[config.mk]
export PLATFORM = sky130hd
export DESIGN_NAME = rqt_request_front
export DESIGN_NICKNAME = d
export VERILOG_FILES = /design/src/verilog/rqt_pkg.sv /design/src/verilog/rqt_tag_if.sv /design/src/verilog/rqt_tag_alloc.sv /design/src/verilog/rqt_report_queue.sv /design/src/verilog/rqt_request_front.sv
export VERILOG_INCLUDE_DIRS = /design/src /design/src/verilog
export SDC_FILE = /design/constraint.sdc
export NUM_CORES = 1
export LEC_CHECK = 0
export ABC_AREA = 0
export ABC_CLOCK_PERIOD_IN_PS = 2250
export BUFFER_PORTS_ARGS = -buffer_cell sky130_fd_sc_hd__buf_2
export CORE_AREA = 4 4 155 157
export DETAILED_ROUTE_END_ITERATION = 8
export DIE_AREA = 0 0 159 161
export SLEW_MARGIN = 30
export SYNTH_ARGS = -nofsm -noshare
export SYNTH_HDL_FRONTEND = slang
export SYNTH_SLANG_ARGS = --single-unit
[constraint.sdc]
create_clock -name mclk -period 2.25 [get_ports mclk]
set_input_delay 0.1125 -clock mclk [delete_from_list [all_inputs] [get_ports mclk]]
set_output_delay 0.1125 -clock mclk [all_outputs]
set_load 0.01 [all_outputs]
[src/verilog/rqt_defines.svh]
`ifndef RQT_DEFINES_SVH
`define RQT_DEFINES_SVH

// Stream geometry
`define RQT_DATA_W 256
`define RQT_SIDEBAND_W 60
`define RQT_TAG_W 6
`define RQT_FIRST_DWORD_BYTE_ENABLES_LSB 0
`define RQT_FINAL_DWORD_BYTE_ENABLES_LSB 4
`define RQT_BE_W 4

// Request type field in the descriptor and its codes; all but memory write need a completion
`define RQT_REQ_TYPE_LSB 75
`define RQT_REQ_TYPE_W 4
`define RQT_TYPE_MEM_RD 4'h0
`define RQT_TYPE_MEM_WR 4'h1
`define RQT_TYPE_IO_RD 4'h2
`define RQT_TYPE_IO_WR 4'h3
`define RQT_TYPE_MEM_FETCH_ADD 4'h4
`define RQT_TYPE_MEM_SWAP 4'h5
`define RQT_TYPE_MEM_CAS 4'h6
`define RQT_TYPE_LOCK_RD 4'h7
`define RQT_TYPE_CFG0_RD 4'h8
`define RQT_TYPE_CFG1_RD 4'h9
`define RQT_TYPE_CFG0_WR 4'hA
`define RQT_TYPE_CFG1_WR 4'hB

// Report queue and latency
`define RQT_QUEUE_DEPTH 4
`define RQT_PTR_W 2
`define RQT_CNT_W 3
`define RQT_CLK_PERIOD_NS 20
`define RQT_REPORT_LAT_NS 60
`define RQT_REPORT_LAT_CYC ((`RQT_REPORT_LAT_NS + `RQT_CLK_PERIOD_NS - 1) / `RQT_CLK_PERIOD_NS)
`define RQT_AGE_W 4

// Register port
`define RQT_ADDR_W 8
`define RQT_REG_W 32
`define RQT_OFS_CTRL 8'h00
`define RQT_OFS_STATUS 8'h04
`define RQT_OFS_NP_COUNT 8'h08
`define RQT_OFS_DROP_COUNT 8'h0C
`define RQT_CTRL_USER_TAG_BIT 0
`define RQT_CTRL_RESET 32'h0000_0000
`define RQT_CNT16_W 16

`endif

[src/verilog/rqt_pkg.sv]
package rqt_pkg;
  // Packet framing on the request stream
  typedef enum logic [0:0] {
    RQT_IDLE = 1'b0,
    RQT_IN_PKT = 1'b1
  } rqt_pkt_state_type;
endpackage

[src/verilog/rqt_tag_if.sv]
`include "rqt_defines.svh"
interface rqt_tag_if;
  logic alloc_req;
  logic push;
  logic [`RQT_TAG_W-1:0] push_tag;
  logic full;
  logic report_valid;
  logic [`RQT_TAG_W-1:0] report_tag;
  logic [`RQT_CNT_W-1:0] count;

  modport alloc (input alloc_req, output push, output push_tag);
  modport queue (input push, input push_tag, output full, output report_valid,
                 output report_tag, output count);
  modport front (output alloc_req, input full, input report_valid, input report_tag,
                 input count);
endinterface

[src/verilog/rqt_tag_alloc.sv]
`include "rqt_defines.svh"
module rqt_tag_alloc (
  input wire logic mclk,
  input wire logic rst_n,
  rqt_tag_if.alloc a
);
  logic [`RQT_TAG_W-1:0] next_tag;

  // Rolling tag counter; the front only requests while the queue has room
  always_ff @(posedge mclk or negedge rst_n) begin
    if (!rst_n) begin
      next_tag <= 6'h00;
    end else if (a.alloc_req) begin
      next_tag <= next_tag + 6'h01;
    end
  end

  // Tag handed to the queue in the accepting cycle
  assign a.push = a.alloc_req;
  assign a.push_tag = next_tag;
endmodule

[src/verilog/rqt_report_queue.sv]
`include "rqt_defines.svh"
module rqt_report_queue (
  input wire logic mclk,
  input wire logic rst_n,
  rqt_tag_if.queue q
);
  logic [`RQT_TAG_W-1:0] entry [0:`RQT_QUEUE_DEPTH-1];
  logic [`RQT_PTR_W-1:0] wr_ptr;
  logic [`RQT_PTR_W-1:0] rd_ptr;
  logic [`RQT_CNT_W-1:0] count;
  logic [`RQT_AGE_W-1:0] age;
  logic pop;
  logic do_push;
  logic valid_q;
  logic [`RQT_TAG_W-1:0] tag_q;

  // Head leaves once it has waited the report latency
  assign pop = (count != 3'h0) && (age >= 4'(`RQT_REPORT_LAT_CYC - 1));
  assign do_push = q.push && (count != 3'(`RQT_QUEUE_DEPTH));

  // One flop group per entry, written at the write pointer
  genvar i;
  generate
    for (i = 0; i < `RQT_QUEUE_DEPTH; i = i + 1) begin : g_entry
      always_ff @(posedge mclk or negedge rst_n) begin
        if (!rst_n) begin
          entry[i] <= 6'h00;
        end else if (do_push && (wr_ptr == 2'(i))) begin
          entry[i] <= q.push_tag;
        end
      end
    end
  endgenerate

  // Pointers and fill level; strict FIFO order
  always_ff @(posedge mclk or negedge rst_n) begin
    if (!rst_n) begin
      wr_ptr <= 2'h0;
      rd_ptr <= 2'h0;
      count <= 3'h0;
    end else begin
      if (do_push) begin
        wr_ptr <= wr_ptr + 2'h1;
      end
      if (pop) begin
        rd_ptr <= rd_ptr + 2'h1;
      end
      count <= count + 3'(do_push) - 3'(pop);
    end
  end

  // Age of the current head, restarted when a new head takes its place
  always_ff @(posedge mclk or negedge rst_n) begin
    if (!rst_n) begin
      age <= 4'h0;
    end else if (pop || count == 3'h0) begin
      age <= 4'h0;
    end else if (age != 4'hF) begin
      age <= age + 4'h1;
    end
  end

  // Report outputs; tag forced to zero outside the pulse so stale values never leak
  always_ff @(posedge mclk or negedge rst_n) begin
    if (!rst_n) begin
      valid_q <= 1'b0;
      tag_q <= 6'h00;
    end else begin
      valid_q <= pop;
      tag_q <= pop ? entry[rd_ptr] : 6'h00;
    end
  end

  assign q.report_valid = valid_q;
  assign q.report_tag = tag_q;
  assign q.full = (count == 3'(`RQT_QUEUE_DEPTH));
  assign q.count = count;
endmodule

[src/verilog/rqt_request_front.sv]
`include "rqt_defines.svh"
module rqt_request_front (
  input wire logic mclk,
  input wire logic rst_n,
  input wire logic [`RQT_DATA_W-1:0] request_stream_data,
  input wire logic [`RQT_SIDEBAND_W-1:0] request_sideband_bus,
  input wire logic request_stream_last,
  input wire logic request_stream_valid,
  output logic request_stream_ready,
  output logic [`RQT_TAG_W-1:0] np_tag_report_bus,
  output logic np_tag_report_valid,
  output logic [`RQT_BE_W-1:0] first_dword_byte_enables,
  output logic [`RQT_BE_W-1:0] final_dword_byte_enables,
  input wire logic [`RQT_ADDR_W-1:0] reg_addr,
  input wire logic [`RQT_REG_W-1:0] reg_wdata,
  input wire logic reg_wr,
  input wire logic reg_rd,
  output logic [`RQT_REG_W-1:0] reg_rdata
);
  rqt_tag_if tag_link ();

  rqt_pkg::rqt_pkt_state_type pkt_state;
  rqt_pkg::rqt_pkt_state_type next_pkt_state;
  logic user_tag_mgmt_setting;
  logic beat_taken;
  logic first_beat;
  logic [`RQT_REQ_TYPE_W-1:0] req_type;
  logic is_non_posted;
  logic [`RQT_CNT16_W-1:0] np_count;
  logic [`RQT_CNT16_W-1:0] user_tag_count;
  logic [`RQT_REG_W-1:0] next_rdata;
  logic [`RQT_REG_W-1:0] rdata_q;

  rqt_tag_alloc u_alloc (
    .mclk(mclk),
    .rst_n(rst_n),
    .a(tag_link)
  );

  rqt_report_queue u_queue (
    .mclk(mclk),
    .rst_n(rst_n),
    .q(tag_link)
  );

  // Back-pressure while no report slot is free, so no allocated tag is lost
  assign request_stream_ready = !tag_link.full;
  assign beat_taken = request_stream_valid && request_stream_ready;
  assign first_beat = beat_taken && (pkt_state == rqt_pkg::RQT_IDLE);

  // Descriptor type of the packet now starting
  assign req_type = request_stream_data[`RQT_REQ_TYPE_LSB +: `RQT_REQ_TYPE_W];

  // Requests that expect a completion take a tag
  always_comb begin
    case (req_type)
      `RQT_TYPE_MEM_RD,
      `RQT_TYPE_IO_RD,
      `RQT_TYPE_IO_WR,
      `RQT_TYPE_MEM_FETCH_ADD,
      `RQT_TYPE_MEM_SWAP,
      `RQT_TYPE_MEM_CAS,
      `RQT_TYPE_LOCK_RD,
      `RQT_TYPE_CFG0_RD,
      `RQT_TYPE_CFG1_RD,
      `RQT_TYPE_CFG0_WR,
      `RQT_TYPE_CFG1_WR: is_non_posted = 1'b1;
      default: is_non_posted = 1'b0;
    endcase
  end

  // Allocate only when the core owns tags and a Non-Posted packet starts
  assign tag_link.alloc_req = first_beat && is_non_posted && !user_tag_mgmt_setting;

  // Packet framing: first beat opens, last beat closes
  always_comb begin
    next_pkt_state = pkt_state;
    case (pkt_state)
      rqt_pkg::RQT_IDLE: begin
        if (beat_taken && !request_stream_last) begin
          next_pkt_state = rqt_pkg::RQT_IN_PKT;
        end
      end
      rqt_pkg::RQT_IN_PKT: begin
        if (beat_taken && request_stream_last) begin
          next_pkt_state = rqt_pkg::RQT_IDLE;
        end
      end
      default: next_pkt_state = rqt_pkg::RQT_IDLE;
    endcase
  end

  always_ff @(posedge mclk or negedge rst_n) begin
    if (!rst_n) begin
      pkt_state <= rqt_pkg::RQT_IDLE;
    end else begin
      pkt_state <= next_pkt_state;
    end
  end

  // Byte enables held from the first beat; later beats cannot disturb them
  always_ff @(posedge mclk or negedge rst_n) begin
    if (!rst_n) begin
      first_dword_byte_enables <= 4'h0;
      final_dword_byte_enables <= 4'h0;
    end else if (first_beat) begin
      first_dword_byte_enables <= request_sideband_bus[`RQT_FIRST_DWORD_BYTE_ENABLES_LSB +: `RQT_BE_W];
      final_dword_byte_enables <= request_sideband_bus[`RQT_FINAL_DWORD_BYTE_ENABLES_LSB +: `RQT_BE_W];
    end
  end

  // Tag reports straight from the queue flops
  assign np_tag_report_bus = tag_link.report_tag;
  assign np_tag_report_valid = tag_link.report_valid;

  // Control register; the setting only takes effect at the next packet start
  always_ff @(posedge mclk or negedge rst_n) begin
    if (!rst_n) begin
      user_tag_mgmt_setting <= 1'(`RQT_CTRL_RESET);
    end else if (reg_wr && (reg_addr == `RQT_OFS_CTRL)) begin
      user_tag_mgmt_setting <= reg_wdata[`RQT_CTRL_USER_TAG_BIT];
    end
  end

  // Non-Posted counters; wrap silently, software reads differences
  always_ff @(posedge mclk or negedge rst_n) begin
    if (!rst_n) begin
      np_count <= 16'h0000;
      user_tag_count <= 16'h0000;
    end else if (first_beat && is_non_posted) begin
      if (user_tag_mgmt_setting) begin
        user_tag_count <= user_tag_count + 16'h0001;
      end else begin
        np_count <= np_count + 16'h0001;
      end
    end
  end

  // Read decode; unmapped offsets read as zero
  always_comb begin
    next_rdata = 32'h0000_0000;
    if (reg_addr == `RQT_OFS_CTRL) begin
      next_rdata[`RQT_CTRL_USER_TAG_BIT] = user_tag_mgmt_setting;
    end else if (reg_addr == `RQT_OFS_STATUS) begin
      next_rdata[3:0] = first_dword_byte_enables;
      next_rdata[7:4] = final_dword_byte_enables;
      next_rdata[10:8] = tag_link.count;
      next_rdata[11] = tag_link.full;
      next_rdata[12] = (pkt_state == rqt_pkg::RQT_IN_PKT);
    end else if (reg_addr == `RQT_OFS_NP_COUNT) begin
      next_rdata[15:0] = np_count;
    end else if (reg_addr == `RQT_OFS_DROP_COUNT) begin
      next_rdata[15:0] = user_tag_count;
    end
  end

  // Read data stands only in the cycle after the strobe
  always_ff @(posedge mclk or negedge rst_n) begin
    if (!rst_n) begin
      rdata_q <= 32'h0000_0000;
    end else if (reg_rd) begin
      rdata_q <= next_rdata;
    end else begin
      rdata_q <= 32'h0000_0000;
    end
  end

  assign reg_rdata = rdata_q;
endmodule

# Yosys cells after proc, flatten, opt, wreduce, memory -nomap -nowiden
# Memory sizes are Yosys's and may differ from the RTL's.
# Index checks and enable logic that the tools add are counted.
# totals
latch_bits,0
in_bits,362
rom_bits,16
regBits,122
elab_cells,81
ramBits,0
memories,1
# mem_list
memory,words,word_bits,rd,rd_clocked_by_memory_dff,write_ports,line_no,source
(no name shown),16,1,1,0,0,rqt_request_front.sv:56,case (req_type)
# classes
reduce_logical,24
n_addsub,8
muxes,16
mul,0
shift,0
bitwise,3
eq_ne,9
div_mod_pow,0
magnitude_cmp,2
# ops
cell,n
2-to-1 mux 16 bit,3
adder 16 x 1 -> 16 bit (second input constant),2
2-to-1 mux 6 bit,3
== test 8 x 4 -> 1 bit (second input constant),2
2-to-1 mux 15 bit,1
logical AND 1 bit,13
2-to-1 mux 13 bit,1
binary-select mux 6 bit (select 2 bit),1
== test 8 x 3 -> 1 bit (second input constant),1
logical NOT 8 bit,1
2-to-1 mux 4 bit,2
adder 6 x 1 -> 6 bit (second input constant),1
adder 2 x 1 -> 2 bit (second input constant),2
adder 4 x 1 -> 4 bit (second input constant),1
== test 2 bit (second input constant),2
>= comparator 4 x 2 -> 1 bit (second input constant),1
!= test 4 bit (second input constant),1
AND reduction 2 bit,2
adder 3 x 1 -> 3 bit,1
== test 3 bit (second input constant),1
>= comparator 3 bit (second input constant),1
logical NOT 1 bit,3
logical NOT 3 bit,1
2-to-1 mux 1 bit,3
other kinds (11),12

# Longest topological paths before layout
# logic_depth
depth_word,9
ltp_mapped,12
mapped_depth_nobuf,11

# Modules after synthesis
# Synthesis repeated with hierarchy kept, for this count alone.
# unflattened
cells_unflattened,393
area_unflattened_um2,5017.3
# modules_own_cells
module,cells_per_inst,seq_area_each_um2,area_per_inst_um2,n_inst
rqt_request_front,247,1451.4,2835.2,1
rqt_report_queue,127,1051.0,1924.3,1
rqt_tag_alloc,19,150.1,257.7,1

# Least setup slack after synthesis
# No wires, ideal clock.
# synth_timing
path_kind,flip-flop to flip-flop
from,register u_queue.count[2] (netlist: u_queue.q.count[2])
to,register u_queue.count[2] (netlist: u_queue.q.count[2])
synth_period_minus_slack_ns,2.440
slack_ns,-0.190
arrival_ns,2.314
stages_incl_launch_ff,11
path_cell_list,dfrtp_1 nor3b_2 or4b_4 inv_2 buf_6 buf_4 ha_1 inv_1 fa_1 xnor2_1 xnor2_1
# synth_via
elab_chain_len,9
elab_cells_between_ends,12
classes_between,2 x add/sub; 2 x eq/ne; 8 x reduce/logical
# synth_rtl
element,line_no,source
from (decl),rqt_report_queue.sv:10,logic [`RQT_CNT_W-1:0] count;
from (signal assigned),rqt_report_queue.sv:48,count <= count + 3'(do_push) - 3'(pop);
== test 3 bit,rqt_report_queue.sv:76,assign q.full = (count == 3'(`RQT_QUEUE_DEPTH));
logical NOT 1 bit,rqt_request_front.sv:47,assign request_stream_ready = !tag_link.full;
logical AND 1 bit,rqt_request_front.sv:48,assign beat_taken = request_stream_valid && request_stream_ready;
logical AND 1 bit,rqt_request_front.sv:49,assign first_beat = beat_taken && (pkt_state == rqt_pkg::RQT_IDLE);
logical AND 1 bit (2 in series),rqt_request_front.sv:73,assign tag_link.alloc_req = first_beat && is_non_posted && !user_tag_mgmt_setting;
logical AND 1 bit (*),rqt_report_queue.sv:19,assign do_push = q.push && (count != 3'(`RQT_QUEUE_DEPTH));
via u_queue.do_push,rqt_report_queue.sv:13,logic do_push;
adder 3 x 1 -> 3 bit (*),rqt_report_queue.sv:48,
subtractor 3 x 1 -> 3 bit (*),rqt_report_queue.sv:48,
# Mark *: on every way through the listed nets, which the timed path passes. The rest lies on a longest branch.
# A chain may end at the register's enable or synchronous reset.

# Final worst setup path
# layout_timing
from,register u_queue.count[2] (netlist: u_queue.q.count[2])
to,register u_queue.count[2] (netlist: u_queue.q.count[2])
# layout_via
elab_chain_len,9
elab_cells_between_ends,12
classes_between,2 x add/sub; 2 x eq/ne; 8 x reduce/logical
# layout_rtl
element,line_no
== test 3 bit,rqt_report_queue.sv:76
logical NOT 1 bit,rqt_request_front.sv:47
logical AND 1 bit,rqt_request_front.sv:48
logical AND 1 bit,rqt_request_front.sv:49
logical AND 1 bit (2 in series),rqt_request_front.sv:73
logical AND 1 bit,rqt_report_queue.sv:19
adder 3 x 1 -> 3 bit,rqt_report_queue.sv:48
subtractor 3 x 1 -> 3 bit (*),rqt_report_queue.sv:48
# Mark *: on every way between the ends. The rest lies on a longest branch, timed or not.

==> reports/results.tsv <==
stage	metric	value	unit
outcome	outcome	complete, no violations	
synth	synth_seq_cells	106	
floorplanning	start_util	0.2176	
clock_tree	insertion_delay	0.35	ns
routing	vias_per_cell	4.112	
routing	vias	3133	
critical_path	r2r_slack	0.09	ns
critical_path	timing.rr.start	u_queue.q.count[2]	
power	leakagePower	2.822	nW
clock_tree	cts_buffer_depth	2	
routing	drtIter0Drc	143	
routing	ant_nets	0	
floorplanning	dieArea	25600	µm²
placement	io_buffers	58	
timing	timing.final.ws_setup	0.08970	ns
finish	area_growth	22.92	%
timing	clock.fmax	0.4629	GHz
min_path	hp-class	in2reg	
clock_tree	numCtsBuffers	9	
min_path	hold_depth	3	
synth	ys_types	42	
min_path	min_from	reg_addr[0]	
grt	track_usage	0.08706	
floorplanning	fp.coreArea	22500	µm²
clock_tree	clk_pin_slew	0.07	ns
grt	grt_pass1_vias	3263	
clock_tree	htreeDepth	3	
synth	syn_area	4897	µm²
min_path	hold_end	reg_rdata[0]	
synth	ys_warn_count	0	
finish	final_core_util	0.2675	
power	finalPower	5.900	mW
power	ir_drop	0.3839	mV
power	powerDensity	980.1	nW/µm²
critical_path	path_class	reg2reg	
synth	synth_seq_area_share	0.5416	
grt	grt_pass1_wl	17800	µm
timing	hold_viol	0	
floorplanning	row_count	55	
grt	grt_max_degree	45	
clock_tree	cts_tree	done	
placement	placedCellCount	732	
timing	period_minus_slack	2.160	ns
grt	overflow	0	
routing	dr.pass1.iters	4	
critical_path	r2r_end	u_queue.q.count[2]	
floorplanning	die_x	159	µm
synth	synth-edff-count	0	
finish	final_cells	762	
finish	nFillCells	2317	
placement	dp_slack	0.001336	ns
synth	synth_ff_type	dfrtp_1	
placement	gp_congestion	0.7588	
finish	antennaDiodeCount	0	
synth	synthesis.instances	386	
routing	drcViolationCount	0	
finish	fin_nets	846	
job	max_cap_viol_count	0	
critical_path	endpoint_kind	flip-flop	
timing	tns	0	ns
synth	syn_avg_cell_area	12.69	µm²
synth	synthArstFlopShare	1.000	
critical_path	path_max_fanout	4	
timing	rsz0062_at_grt	no	
critical_path	critical_path_required	2.49	ns
clock_tree	root_buffer	clkbuf_16	
critical_path	start_kind	flip-flop	
grt	antenna_found_initial	0	
timing	finalHoldWorstSlack	0.09385	ns
timing	fin_crit_sh	0.9601	
routing	wire_per_inst	14.14	µm
critical_path	cp.arrival	2.40	ns
clock_tree	cts.sinks	106	
timing	worst_clock_skew	0.006417	ns
critical_path	ff2ff_path_depth	8	
timing	setup_viol	0	
routing	routed_wl	10780	µm
timing	worst_pin_slew	0.6303	ns
finish	stdcell_area	6020	µm²
placement	postPlaceCellArea	5594	µm²
timing	max-slew-margin-rel	0.5739	
floorplanning	die_y	161	µm
finish	drive_gt1_frac	0.3208	
timing	maxSlewViolCount	0	
floorplanning	ios	410	
placement	post-dp-hpwl	7805	µm
## critical path, cell delays in order, from the launching register on
cell and delay (ns):
dfrtp_2 0.44, nor3b_4 0.17, or4b_4 0.55, inv_4 0.11, ha_4 0.13, inv_2 0.03, fa_2 0.35, xnor2_2 0.15
xnor2_1 0.12
## where the power goes
group | leakage, nW | internal (mW) | switching, mW
clock network | 0.130 | 0.751 | 0.706
logic | 1.30 | 0.939 | 0.746
registers | 1.39 | 2.33 | 0.425
## layer usage
layer  share of wire  track usage
met1            0.50       0.1241
met2            0.44       0.1290
met3           0.039      0.01965
met4           0.016      0.03314
met5               0            0
## cell type report
class                      instances  area, µm²  share of cell area
timing repair buffer              89      580.6             0.09645
inverter                          11      43.79            0.007275
tap                              285      356.6             0.05924
multi-input combinational        255       2120              0.3521
clock buffer                      11      232.7             0.03866
sequential                       106       2655              0.4411
clock inverter                     5      31.28            0.005196
## synth_stat cells (6+ instances only)
| library cell | number | area share |
|---|---|---|
| mux4_2 | 7 | 0.032 |
| a21oi_1 | 14 | 0.014 |
| nand3_1 | 17 | 0.017 |
| nor2_1 | 9 | 0.0069 |
| mux2_2 | 15 | 0.034 |
| xnor2_1 | 31 | 0.055 |
| buf_4 | 17 | 0.026 |
| nor3_1 | 6 | 0.0061 |
| o221ai_1 | 12 | 0.021 |
| and2_1 | 10 | 0.013 |
| mux2_4 | 18 | 0.055 |
| nand4_1 | 12 | 0.015 |
| inv_1 | 10 | 0.0077 |
| xor2_1 | 10 | 0.018 |
| nand2_1 | 31 | 0.024 |
| ha_1 | 11 | 0.028 |
| dfrtp_1 | 106 | 0.54 |
| clkbuf_1 | 8 | 0.0061 |
## how the worst max path moves through the flow
stage	start	depth (start not counted)	slack, ns	end
finish	u_queue.q.count[2]	8	0.09	u_queue.q.count[2]
global route	u_queue.q.count[0]	9	0.004	u_queue.q.count[2]
CTS	u_queue.q.count[2]	8	0.03	u_queue.q.count[2]
detailed placement	u_queue.age[1]	10	0.001	u_queue.q.count[2]
global placement	u_queue.age[1]	10	0.04	u_queue.q.count[2]
floorplan	u_queue.q.count[2]	10	-0.07	u_queue.q.count[2]
## sequential cells by signal (all words and copies together), names as in the netlist, named ones only
register	flops
u_queue.entry	24
np_count	16
reg_rdata	16
user_tag_count	16
u_alloc.a.push_tag	6
u_queue.q.report_tag	6
final_dword_byte_enables	4
first_dword_byte_enables	4
u_queue.age	4
u_queue.q.count	3
u_queue.rd_ptr	2
u_queue.wr_ptr	2
u_queue.q.report_valid	1
user_tag_mgmt_setting	1
## cell families (layout without fill, tap and decap cells)
kind of cell               count (synthesis)  after routing  share of synthesized area
and+or+nand+nor                          111            111                     0.1323
DFF                                      106            106                     0.5416
muxes                                     44             44                     0.1303
xor gates and xnor gates                  41             41                    0.07333
buffers and inverters                     41            116                    0.04829
AOI/OAI and AO/OA                         30             30                    0.04114
adders and majority gates                 12             12                    0.03219
other                                      1             17                  0.0007657
## layout by cell type (no fill, tap or decap), types with 3 or more instances in the layout
master	n
mux2i_1	3
nor3_1	6
mux4_2	7
mux2_2	15
buf_4	18
conb_1	17
and2_1	10
and3_1	5
nor4_1	3
clkinv_2	3
nand2_1	31
nand4_1	12
dlygate4sd3_1	12
o221ai_1	12
xor2_1	10
nand3_1	17
mux2_4	18
clkbuf_16	9
a21oi_1	14
buf_2	57
nor2_1	9
dfrtp_1	104
nand2_4	3
inv_1	8
xnor2_1	30
ha_1	10
## what timing repair did
item / 4_1_cts / 5_1_grt
endpoints found under the setup margin: 1 / 1
setup buffers: 0 / 2
hold endpoints to repair: 47 / 0
hold buffers: 12 / 0
gates cloned: 0 / 0
gates resized for setup: 1 / 5
No activity file was read; power rests on OpenSTA's default activity.
